## src/fbc_pkg.sv

```systemverilog
package fbc_pkg;
   // register word indices; printed offsets are not all multiples of four,
   // so each printed offset is an index and the byte address is four times it
   localparam logic [3:0] IDX_FREQ_HIGH = 4'h8;
   localparam logic [3:0] IDX_FREQ_MID = 4'h9;
   localparam logic [3:0] IDX_FREQ_LOW = 4'hA;
   localparam logic [3:0] IDX_CLK_DIV = 4'hB;
   localparam logic [3:0] IDX_OSC_CUR = 4'hC;
   localparam logic [3:0] IDX_DIV_STATUS = 4'hD;
   // field positions
   localparam int FREQ_LOW_LSB = 1;
   localparam int DITHER_BIT = 0;
   localparam int REF_DIV_LSB = 5;
   localparam int PRESCALE_LSB = 2;
   localparam int POSTSCALE_LSB = 0;
   localparam int CUR_A_LSB = 4;
   localparam int CUR_B_LSB = 0;
   // reset values
   localparam logic [7:0] RST_FREQ_HIGH = 8'h83;
   localparam logic [7:0] RST_FREQ_MID = 8'hBD;
   localparam logic [6:0] RST_FREQ_LOW = 7'h7C;
   localparam logic RST_DITHER = 1'b1;
   localparam logic [2:0] RST_REF_DIV = 3'h2;
   localparam logic [2:0] RST_PRESCALE = 3'h4;
   localparam logic [1:0] RST_POSTSCALE = 2'h0;
   localparam logic [3:0] RST_CUR_A = 4'h8;
   localparam logic [3:0] RST_CUR_B = 4'h8;
   // 2 x 12.5 x 1 x 8 reference cycles per symbol, times two
   localparam logic [13:0] RST_SYM_DIV = 14'h00C8;
   // axi responses
   localparam logic [1:0] RESP_OKAY = 2'h0;
   localparam logic [1:0] RESP_SLVERR = 2'h2;
endpackage

```

## src/fbc_regs.sv

```systemverilog
// Our own choice: the AXI4-Lite interface to the registers.
`timescale 1ns/1ps
// Contract
// - high byte of word B (bits 22:15) at 0x08, resets to 131.
// - middle byte of word B (bits 14:7) at 0x09, resets to 189.
// - seven low bits of word B at 0x0A bits 7:1, reset 124.
// - bit 0 of 0x0A enables dithering for B, resets to one.
// - reference divisor bits 7:5 of 0x0B; code1 /2, code7 /8; reset 2.
// - prescale bits 4:2 of 0x0B: 2.5,3,4,7.5,12.5,40,48,64; reset 4.
// - postscale bits 1:0 of 0x0B divide by 1,2,4,8; reset 0.
// - modem clock is reference divided by prescale times postscale.
// - symbol rate is one eighth of the modem clock.
// - bits 7:4 of 0x0C oscillator current A, sixteen steps, reset 8.
// - bits 3:0 of 0x0C oscillator current B, same steps, reset 8.
module fbc_regs (
   // clock and reset
   input wire logic aclk,
   input wire logic aresetn,
   // axi4-lite write address
   input wire logic [31:0] s_axi_awaddr,
   input wire logic s_axi_awvalid,
   output logic s_axi_awready,
   // axi4-lite write data
   input wire logic [31:0] s_axi_wdata,
   input wire logic [3:0] s_axi_wstrb,
   input wire logic s_axi_wvalid,
   output logic s_axi_wready,
   // axi4-lite write response
   output logic [1:0] s_axi_bresp,
   output logic s_axi_bvalid,
   input wire logic s_axi_bready,
   // axi4-lite read address
   input wire logic [31:0] s_axi_araddr,
   input wire logic s_axi_arvalid,
   output logic s_axi_arready,
   // axi4-lite read data
   output logic [31:0] s_axi_rdata,
   output logic [1:0] s_axi_rresp,
   output logic s_axi_rvalid,
   input wire logic s_axi_rready,
   // configuration outputs for setting b
   output logic [22:0] freq_word_b,
   output logic dither_en_b,
   output logic [2:0] ref_div_code_b,
   output logic [2:0] modem_prescale_b,
   output logic [1:0] modem_postscale_b,
   output logic [3:0] osc_core_current_a,
   output logic [3:0] osc_core_current_b,
   // total reference-to-symbol divide, in half steps (x2)
   output logic [13:0] symbol_div_x2_b
);

   ////////////////////////////////////////////////////////////////////////
   // decode and arithmetic helpers

   // word index from a byte address; upper bits must be zero
   function automatic logic [4:0] word_index(input logic [31:0] a);
      word_index = (a[31:6] == 26'h0) ? {1'b0, a[5:2]} : 5'h1F;
   endfunction

   // prescale ratio times two, so 2.5 and 7.5 stay integral
   function automatic logic [7:0] prescale_x2(input logic [2:0] c);
      case (c)
         3'h0: prescale_x2 = 8'h05;
         3'h1: prescale_x2 = 8'h06;
         3'h2: prescale_x2 = 8'h08;
         3'h3: prescale_x2 = 8'h0F;
         3'h4: prescale_x2 = 8'h19;
         3'h5: prescale_x2 = 8'h50;
         3'h6: prescale_x2 = 8'h60;
         default: prescale_x2 = 8'h80;
      endcase
   endfunction

   // merge a byte lane into an 8-bit register
   function automatic logic [7:0] merge(input logic [7:0] old,
                                        input logic [31:0] wd,
                                        input logic [3:0] st);
      merge = st[0] ? wd[7:0] : old;
   endfunction

   ////////////////////////////////////////////////////////////////////////
   // register storage

   logic [7:0] freq_high_q, freq_high_d;
   logic [7:0] freq_mid_q, freq_mid_d;
   logic [6:0] freq_low_q, freq_low_d;
   logic dither_q, dither_d;
   logic [2:0] ref_div_q, ref_div_d;
   logic [2:0] prescale_q, prescale_d;
   logic [1:0] postscale_q, postscale_d;
   logic [3:0] cur_a_q, cur_a_d;
   logic [3:0] cur_b_q, cur_b_d;
   logic [13:0] sym_div_q, sym_div_d;

   // write channel state
   logic aw_held_q, aw_held_d, aw_rdy_q, aw_rdy_d;
   logic w_held_q, w_held_d, w_rdy_q, w_rdy_d;
   logic [31:0] awaddr_q, awaddr_d;
   logic [31:0] wdata_q, wdata_d;
   logic [3:0] wstrb_q, wstrb_d;
   logic bvalid_q, bvalid_d;
   logic [1:0] bresp_q, bresp_d;
   // read channel state
   logic rvalid_q, rvalid_d, ar_rdy_q, ar_rdy_d;
   logic [31:0] rdata_q, rdata_d;
   logic [1:0] rresp_q, rresp_d;

   logic do_write;
   logic [4:0] widx;
   logic [4:0] ridx;
   logic [7:0] wbyte;
   logic [7:0] rbyte;
   logic rhit;

   ////////////////////////////////////////////////////////////////////////
   // write path: address and data are taken in either order

   always_comb begin
      aw_held_d = aw_held_q;
      w_held_d = w_held_q;
      awaddr_d = awaddr_q;
      wdata_d = wdata_q;
      wstrb_d = wstrb_q;
      bvalid_d = bvalid_q;
      bresp_d = bresp_q;
      if (s_axi_awvalid && aw_rdy_q) begin
         aw_held_d = 1'b1;
         awaddr_d = s_axi_awaddr;
      end
      if (s_axi_wvalid && w_rdy_q) begin
         w_held_d = 1'b1;
         wdata_d = s_axi_wdata;
         wstrb_d = s_axi_wstrb;
      end
      if (do_write) begin
         aw_held_d = 1'b0;
         w_held_d = 1'b0;
         bvalid_d = 1'b1;
         bresp_d = (widx >= {1'b0, fbc_pkg::IDX_FREQ_HIGH} &&
                    widx <= {1'b0, fbc_pkg::IDX_OSC_CUR}) ?
                   fbc_pkg::RESP_OKAY : fbc_pkg::RESP_SLVERR;
      end else if (bvalid_q && s_axi_bready) begin
         bvalid_d = 1'b0;
      end
      aw_rdy_d = !aw_held_d && !bvalid_d;
      w_rdy_d = !w_held_d && !bvalid_d;
   end

   // one write in flight; response once both halves are held
   assign do_write = aw_held_q && w_held_q && !bvalid_q;
   assign widx = word_index(awaddr_q);

   always_ff @(posedge aclk) begin
      if (!aresetn) begin
         aw_held_q <= 1'b0;
         w_held_q <= 1'b0;
         awaddr_q <= 32'h0;
         wdata_q <= 32'h0;
         wstrb_q <= 4'h0;
         bvalid_q <= 1'b0;
         bresp_q <= 2'h0;
         aw_rdy_q <= 1'b0;
         w_rdy_q <= 1'b0;
      end else begin
         aw_held_q <= aw_held_d;
         w_held_q <= w_held_d;
         awaddr_q <= awaddr_d;
         wdata_q <= wdata_d;
         wstrb_q <= wstrb_d;
         bvalid_q <= bvalid_d;
         bresp_q <= bresp_d;
         aw_rdy_q <= aw_rdy_d;
         w_rdy_q <= w_rdy_d;
      end
   end

   ////////////////////////////////////////////////////////////////////////
   // register file next state; only byte lane 0 carries data

   always_comb begin
      freq_high_d = freq_high_q;
      freq_mid_d = freq_mid_q;
      freq_low_d = freq_low_q;
      dither_d = dither_q;
      ref_div_d = ref_div_q;
      prescale_d = prescale_q;
      postscale_d = postscale_q;
      cur_a_d = cur_a_q;
      cur_b_d = cur_b_q;
      wbyte = 8'h0;
      if (do_write) begin
         if (widx == {1'b0, fbc_pkg::IDX_FREQ_HIGH}) begin
            freq_high_d = merge(freq_high_q, wdata_q, wstrb_q);
         end else if (widx == {1'b0, fbc_pkg::IDX_FREQ_MID}) begin
            freq_mid_d = merge(freq_mid_q, wdata_q, wstrb_q);
         end else if (widx == {1'b0, fbc_pkg::IDX_FREQ_LOW}) begin
            wbyte = merge({freq_low_q, dither_q}, wdata_q, wstrb_q);
            freq_low_d = wbyte[7:fbc_pkg::FREQ_LOW_LSB];
            dither_d = wbyte[fbc_pkg::DITHER_BIT];
         end else if (widx == {1'b0, fbc_pkg::IDX_CLK_DIV}) begin
            wbyte = merge({ref_div_q, prescale_q, postscale_q},
                          wdata_q, wstrb_q);
            // code 0 is stored as written; the host must avoid it
            ref_div_d = wbyte[7:fbc_pkg::REF_DIV_LSB];
            prescale_d = wbyte[4:fbc_pkg::PRESCALE_LSB];
            postscale_d = wbyte[1:fbc_pkg::POSTSCALE_LSB];
         end else if (widx == {1'b0, fbc_pkg::IDX_OSC_CUR}) begin
            wbyte = merge({cur_a_q, cur_b_q}, wdata_q, wstrb_q);
            cur_a_d = wbyte[7:fbc_pkg::CUR_A_LSB];
            cur_b_d = wbyte[3:fbc_pkg::CUR_B_LSB];
         end
      end
      // total divide x2: prescale_x2 shifted by postscale, times 8 per symbol
      sym_div_d = 14'(({6'h0, prescale_x2(prescale_d)} << postscale_d)
                      << 3);
   end

   always_ff @(posedge aclk) begin
      if (!aresetn) begin
         freq_high_q <= fbc_pkg::RST_FREQ_HIGH;
         freq_mid_q <= fbc_pkg::RST_FREQ_MID;
         freq_low_q <= fbc_pkg::RST_FREQ_LOW;
         dither_q <= fbc_pkg::RST_DITHER;
         ref_div_q <= fbc_pkg::RST_REF_DIV;
         prescale_q <= fbc_pkg::RST_PRESCALE;
         postscale_q <= fbc_pkg::RST_POSTSCALE;
         cur_a_q <= fbc_pkg::RST_CUR_A;
         cur_b_q <= fbc_pkg::RST_CUR_B;
         sym_div_q <= fbc_pkg::RST_SYM_DIV; // 2 x 12.5 x 1 x 8
      end else begin
         freq_high_q <= freq_high_d;
         freq_mid_q <= freq_mid_d;
         freq_low_q <= freq_low_d;
         dither_q <= dither_d;
         ref_div_q <= ref_div_d;
         prescale_q <= prescale_d;
         postscale_q <= postscale_d;
         cur_a_q <= cur_a_d;
         cur_b_q <= cur_b_d;
         sym_div_q <= sym_div_d;
      end
   end

   ////////////////////////////////////////////////////////////////////////
   // read path; status word at 0x0D shows divide ratios

   always_comb begin
      rvalid_d = rvalid_q;
      rdata_d = rdata_q;
      rresp_d = rresp_q;
      rbyte = 8'h0;
      rhit = 1'b1;
      if (ridx == {1'b0, fbc_pkg::IDX_FREQ_HIGH}) begin
         rbyte = freq_high_q;
      end else if (ridx == {1'b0, fbc_pkg::IDX_FREQ_MID}) begin
         rbyte = freq_mid_q;
      end else if (ridx == {1'b0, fbc_pkg::IDX_FREQ_LOW}) begin
         rbyte = {freq_low_q, dither_q};
      end else if (ridx == {1'b0, fbc_pkg::IDX_CLK_DIV}) begin
         rbyte = {ref_div_q, prescale_q, postscale_q};
      end else if (ridx == {1'b0, fbc_pkg::IDX_OSC_CUR}) begin
         rbyte = {cur_a_q, cur_b_q};
      end else if (ridx != {1'b0, fbc_pkg::IDX_DIV_STATUS}) begin
         rhit = 1'b0;
      end
      if (s_axi_arvalid && ar_rdy_q) begin
         rvalid_d = 1'b1;
         rresp_d = rhit ? fbc_pkg::RESP_OKAY : fbc_pkg::RESP_SLVERR;
         if (ridx == {1'b0, fbc_pkg::IDX_DIV_STATUS}) begin
            // reference divide is code+1 for codes 1..7
            rdata_d = {2'h0, sym_div_q, 12'h0, {1'b0, ref_div_q} + 4'h1};
         end else begin
            rdata_d = {24'h0, rbyte};
         end
      end else if (rvalid_q && s_axi_rready) begin
         rvalid_d = 1'b0;
      end
      ar_rdy_d = !rvalid_d;
   end

   assign ridx = word_index(s_axi_araddr);

   always_ff @(posedge aclk) begin
      if (!aresetn) begin
         rvalid_q <= 1'b0;
         rdata_q <= 32'h0;
         rresp_q <= 2'h0;
         ar_rdy_q <= 1'b0;
      end else begin
         rvalid_q <= rvalid_d;
         rdata_q <= rdata_d;
         rresp_q <= rresp_d;
         ar_rdy_q <= ar_rdy_d;
      end
   end

   ////////////////////////////////////////////////////////////////////////
   // outputs straight from flip-flops

   assign s_axi_awready = aw_rdy_q;
   assign s_axi_wready = w_rdy_q;
   assign s_axi_arready = ar_rdy_q;
   assign s_axi_bvalid = bvalid_q;
   assign s_axi_bresp = bresp_q;
   assign s_axi_rvalid = rvalid_q;
   assign s_axi_rdata = rdata_q;
   assign s_axi_rresp = rresp_q;
   assign freq_word_b = {freq_high_q, freq_mid_q, freq_low_q};
   assign dither_en_b = dither_q;
   assign ref_div_code_b = ref_div_q;
   assign modem_prescale_b = prescale_q;
   assign modem_postscale_b = postscale_q;
   assign osc_core_current_a = cur_a_q;
   assign osc_core_current_b = cur_b_q;
   assign symbol_div_x2_b = sym_div_q;
endmodule // fbc_regs

```

## config.mk

```make
export PLATFORM = sky130hd
export DESIGN_NAME = fbc_regs
export DESIGN_NICKNAME = d
export VERILOG_FILES = /design/src/fbc_pkg.sv /design/src/fbc_regs.sv
export SDC_FILE = /design/constraint.sdc
export NUM_CORES = 1
export LEC_CHECK = 0
export ABC_CLOCK_PERIOD_IN_PS = 2740
export BUFFER_PORTS_ARGS = -buffer_cell sky130_fd_sc_hd__buf_2
export CORE_MARGIN = 2
export CORE_UTILIZATION = 45
export DETAILED_ROUTE_END_ITERATION = 8
export PLACE_DENSITY_LB_ADDON = 0.1
export SLEW_MARGIN = 30
export SYNTH_ARGS = -nofsm -noshare
export SYNTH_HDL_FRONTEND = slang
export SYNTH_SLANG_ARGS = --single-unit
```

## constraint.sdc

```tcl
create_clock -name aclk -period 2.74 [get_ports aclk]
set_clock_uncertainty 0.2 [all_clocks]
set_input_delay 0.411 -clock aclk [delete_from_list [all_inputs] [get_ports aclk]]
set_output_delay 0.411 -clock aclk [all_outputs]
set_load 0.01 [all_outputs]
```

After elaboration in Yosys (flattened, before gate mapping)

Cells that the tools add are included.

Bits in registers: 138
Input port bits: 107
Output and inout bits: 95
Word-level logic and storage cells: 109

$add $sub $neg: 1
Order comparisons: 2
Eq/ne operators: 18
Shift operators: 1
Mux-type cells: 36
Bitwise gates (word level): 4
Reduce and logical (&&, ||, !) cells: 23

Operator list:

| operator              | count |
|---|---|
| $pmux W8 S7           | 1 |
| $eq A5 B4 Y1 const B  | 11 |
| $logic_not A26 Y1     | 2 |
| $mux W8               | 5 |
| $mux W30              | 1 |
| $mux W3               | 5 |
| $mux W5               | 3 |
| $mux W1               | 14 |
| $mux W2               | 7 |
| $shl A8 B2 Y11        | 1 |
| $logic_and A1 B1 Y1   | 10 |
| $eq A3 B3 Y1 const B  | 3 |
| $reduce_and A7 Y1     | 1 |
| $eq A3 B2 Y1 const B  | 2 |
| $reduce_and A6 Y1     | 1 |
| $ge A5 B4 Y1 const B  | 1 |
| $le A5 B4 Y1 const B  | 1 |
| $logic_not A1 Y1      | 5 |
| $ne A5 B4 Y1 const B  | 1 |
| $reduce_and A5 Y1     | 1 |
| $add A3 B1 Y4 const B | 1 |
| $not A1 Y1            | 4 |
| $reduce_and A4 Y1     | 1 |
| $eq A3 B1 Y1 const B  | 1 |
| other kinds (2)       | 2 |

Depth between registers and ports, before layout

Word-level depth: 11
Depth in mapped cells: 8
Mapped depth without buffers: 6

Least setup slack after synthesis

OpenSTA, ideal clock, no wires.

Kind: register to register
From: register awaddr_q[9]
To: register sym_div_q[10] (netlist: symbol_div_x2_b[10])
Library setup time: 86 ps
Data arrival time: 2140 ps
Data required time: 2454 ps
Setup slack: 313 ps
Stages on the path, launching flop included: 8
Period minus slack after synthesis: 2427 ps
Cell sequence: dfxtp_1 > nor4_1 > nand4_1 > nor4b_4 > buf_4 > mux2i_1 > o2bb2ai_1 > a221oi_2

Cells in the longest elaborated chain, start to end: 11
Elaborated cells between the ends (all ways): 25
Those cells by class: eq/ne (10); shift (1); mux (12); reduce/logical (2)

Ends and longest elaborated chain:

| element                              | RTL line        | source |
|---|---|---|
| start: declaration                   | fbc_regs.sv:99  | `logic [31:0] awaddr_q, awaddr_d;` |
| start signal: assignment             | fbc_regs.sv:168 | `awaddr_q <= awaddr_d;` |
| $logic_not A26 Y1 (*)                | fbc_regs.sv:58  | `word_index = (a[31:6] == 26'h0) ? {1'b0, a[5:2]} : 5'h1F;` |
| $mux W5 (*)                          | fbc_regs.sv:58  |  |
| $eq A5 B4 Y1                         | fbc_regs.sv:201 | `end else if (widx == {1'b0, fbc_pkg::IDX_CLK_DIV}) begin` |
| $mux W3                              | fbc_regs.sv:201 |  |
| $mux W3                              | fbc_regs.sv:197 | `end else if (widx == {1'b0, fbc_pkg::IDX_FREQ_LOW}) begin` |
| $mux W3                              | fbc_regs.sv:195 | `end else if (widx == {1'b0, fbc_pkg::IDX_FREQ_MID}) begin` |
| $mux W3                              | fbc_regs.sv:193 | `if (widx == {1'b0, fbc_pkg::IDX_FREQ_HIGH}) begin` |
| $mux W3                              | fbc_regs.sv:192 | `if (do_write) begin` |
| $eq A3 B3 Y1 (tied with other cells) | fbc_regs.sv:63  | `case (c)` |
| $pmux W8 S7                          | fbc_regs.sv:63  |  |
| $shl A8 B2 Y11 (*)                   | fbc_regs.sv:215 | `sym_div_d = 14'(({6'h0, prescale_x2(prescale_d)} << postscale_d)` |
| end signal: assignment               | fbc_regs.sv:230 | `sym_div_q <= fbc_pkg::RST_SYM_DIV;` |
| end signal: assignment               | fbc_regs.sv:241 | `sym_div_q <= sym_div_d;` |
| end: declaration                     | fbc_regs.sv:94  | `logic [13:0] sym_div_q, sym_div_d;` |

Mark *: on every way between the ends. The rest lies on a longest branch, timed or not.
A chain may end at the register's enable or synchronous reset.

Final worst setup path

From: register awaddr_q[9]
To: register sym_div_q[9] (netlist: symbol_div_x2_b[9])

Same word-level chain as after synthesis.

==> impl_metrics.tcl <==
set metrics [dict create \
    vias_per_cell 5.44 \
    tritoncts "yes" \
    design.core.area_um2 11500 \
    worstSetupPathType "flop to flop" \
    cts.sinks 118 \
    grt_pass1_wl_um 24500 \
    grt_usage_pct 24.3 \
    ys_top_cells_by_area "dfxtp_1 44%, nand2_1 9.5%, mux2i_1 8.4%" \
    die-area_um2 12800 \
    ys_seq_elements 118 \
    synthTopCellsByCount "136 x nand2_1, 118 x dfxtp_1, 69 x a21oi_1, 54 x nor2_1, 45 x mux2i_1" \
    wl_per_cell_um 16.2 \
    die_x_um 113 \
    ios 202 \
    r2r_slack_ps 190 \
    area_growth_pct 28.2 \
    grt_setup_unrepaired "false" \
    min_from "s_axi_wdata[7]" \
    nFillCells 1073 \
    power_density_nw_per_um2 643 \
    grt_max_degree 62 \
    grt_pass1_vias 4942 \
    violations "design-rule violations" \
    yosysMostFrequentCell "nand2_1" \
    antenna_cells 0 \
    gp_congestion 0.875 \
    regArea_um2 2360 \
    period_share_pct 93.0 \
    drt_first_pass_iters 7 \
    hold_path.class "input port to flop" \
    finalMaxSlewViolations 0 \
    initial_core_util_pct 46.5 \
    fmax_mhz 392 \
    syn_area_um2 5350 \
    avgSynthCellArea_um2 8.21 \
    worstPathRequired_ps 2860 \
    insertion_delay_ps 410 \
    syn_inst 652 \
    async_flop_share_pct 0 \
    p_leak_uw 0.00295 \
    hpwl_um 11000 \
    ant_nets 0 \
    port_buffers 152 \
    outcome "finished, violations left" \
    drcViolationCount 19 \
    finalSetupViolations 0 \
    clockBufferDepth 2 \
    arrival_ps 2670 \
    synth_edf_count 0 \
    ys_warn_count 0 \
    yosysSeqAreaShare_pct 44.2 \
    dp_slack_ps 115 \
    globalRoute.totalOverflow 0 \
    antenna_found_initial 0 \
    post-route-min-period_ps 2550 \
    htree_levels 4 \
    fin_setup_tns_ps 0 \
    numCtsBuffers 17 \
    path_clk_slew_ps 50 \
    fin_ws_ps 191 \
    maxSlewHeadroom_pct 39.0 \
    synth_top_cell_by_area "dfxtp_1" \
    vias 5184 \
    ctsHoldBuffers 0 \
    rows 39 \
    hold_viol 0 \
    reg2reg_from "awaddr_q[9]$_SDFFE_PN0P_" \
    synth_ff_type "dfxtp_1" \
    drtIter0Drc 285 \
    synth_cell_types 56 \
    cp_max_fo 28 \
    drt-total-wl_um 15400 \
    die_y_um 113 \
    final_layout_size_suffix_gt1_share_pct 26.7 \
    cts_root_buf "clkbuf_16" \
    max-vdd-ir-drop_v 0.000400 \
    cp-end-kind "flop" \
    crit_start "awaddr_q[9]$_SDFFE_PN0P_" \
    tightest_slew_ps 912 \
    multi_input_area_um2 2710 \
    max_cap_viol_count 0 \
    synth_top_area_share_pct 44.2 \
    fin_nets 905 \
    cp-start-kind "flop" \
]
-- registers in the layout, summed over array words and instances (netlist names), 7 cells and up --
| register | cells |
|---|---|
| freq_high_q | 8 |
| freq_low_q | 7 |
| wdata_q | 8 |
| symbol_div_x2_b | 11 |
| s_axi_rdata | 19 |
| awaddr_q | 30 |
| freq_mid_q | 8 |
-- final timing paths --
| check | endpoint | cells past startpoint |
|---|---|---|
| setup / recovery | symbol_div_x2_b[9]$_SDFF_PN0_ | 7 |
| setup reg to reg | symbol_div_x2_b[9]$_SDFF_PN0_ | 7 |
| hold / removal | wdata_q[7]$_SDFFE_PN0P_ | 3 |
| hold reg to reg | awaddr_q[22]$_SDFFE_PN0P_ | 2 |
-- cell families after synthesis --
logic type,share of synthesized area [%]
and+or+nand+nor,22.2
AOI/OAI and AO/OA,17.2
DFF,44.2
buffers and inverters,6.64
muxes,9.05
xor gates and xnor gates,0.491
adders and majority gates,0.234
other,0.0701
-- stage by stage --
stage | std cells | hold WS, ps | cell area, µm² | utilization [%] | total power [µW]
2_1_floorplan | 669 | 231 | 5410 | - | 1990
3_3_place_gp | 920 | 241 | 6200 | 53.9 | 2090
3_5_place_dp | 920 | 248 | 6200 | 53.9 | 2090
4_1_cts | 952 | 16.3 | 6830 | 59.3 | 4440
5_1_grt | 953 | 20.3 | 6860 | 59.6 | 4570
6_report | 953 | 34.6 | 6860 | 59.6 | 4410
-- power by group --
part | internal [µW] | leakage [µW] | switching [µW]
Clock | 1570 | 0.000310 | 781
Sequential | 1760 | 0.000957 | 42.5
Combinational | 104 | 0.00169 | 159
Total | 3430 | 0.00295 | 983
-- worst max-delay path: stages, from the launching register on --
cell,delay [ps]
dfxtp_1,310
nor4_1,310
nand4_1,230
nor4b_4,350
buf_12,230
mux2_2,420
or2_2,300
o32ai_1,120
-- area by class of cell --
cell class              instances  share of cell area (%)
multi-input cells             479                    39.6
repair buffers                173                    13.8
inverters                       8                   0.438
clock buffers                  20                    6.66
clock inverters                12                    2.54
flip-flops and latches        118                    34.4
well taps                     143                    2.61
-- what timing repair did --
action | 4_1_cts | 5_1_grt
setup buffers | 0 | 1
setup endpoints to repair | 0 | 12
gates resized for setup | 0 | 3
-- cells in the final DEF, fill, tap and decap left out, drive strengths merged, types with 4 or more instances in the layout --
master,instances
conb,18
clkbuf,20
a211oi,4
clkinv,6
inv,9
o21ai,18
a21oi,69
bufinv,4
mux2i,45
o211ai,6
o221ai,4
buf,173
nor4,12
a31oi,4
dfxtp,118
nor4b,5
and2,7
nand2,136
and3,4
nand2b,5
nor2b,4
nand4,5
a22oi,22
nand3,7
nor2,54
nor3,12
-- per-layer routing --
| layer | global-route usage, % | wire length [µm] | part of all wire, % |
|---|---|---|---|
| met1 | 29.3 | 6510 | 42 |
| met5 | 0 | 0 | 0 |
| met4 | 8.05 | 168 | 1.1 |
| met2 | 41.3 | 7520 | 49 |
| met3 | 7.28 | 1190 | 7.7 |
(Power assumes the default switching activity.)
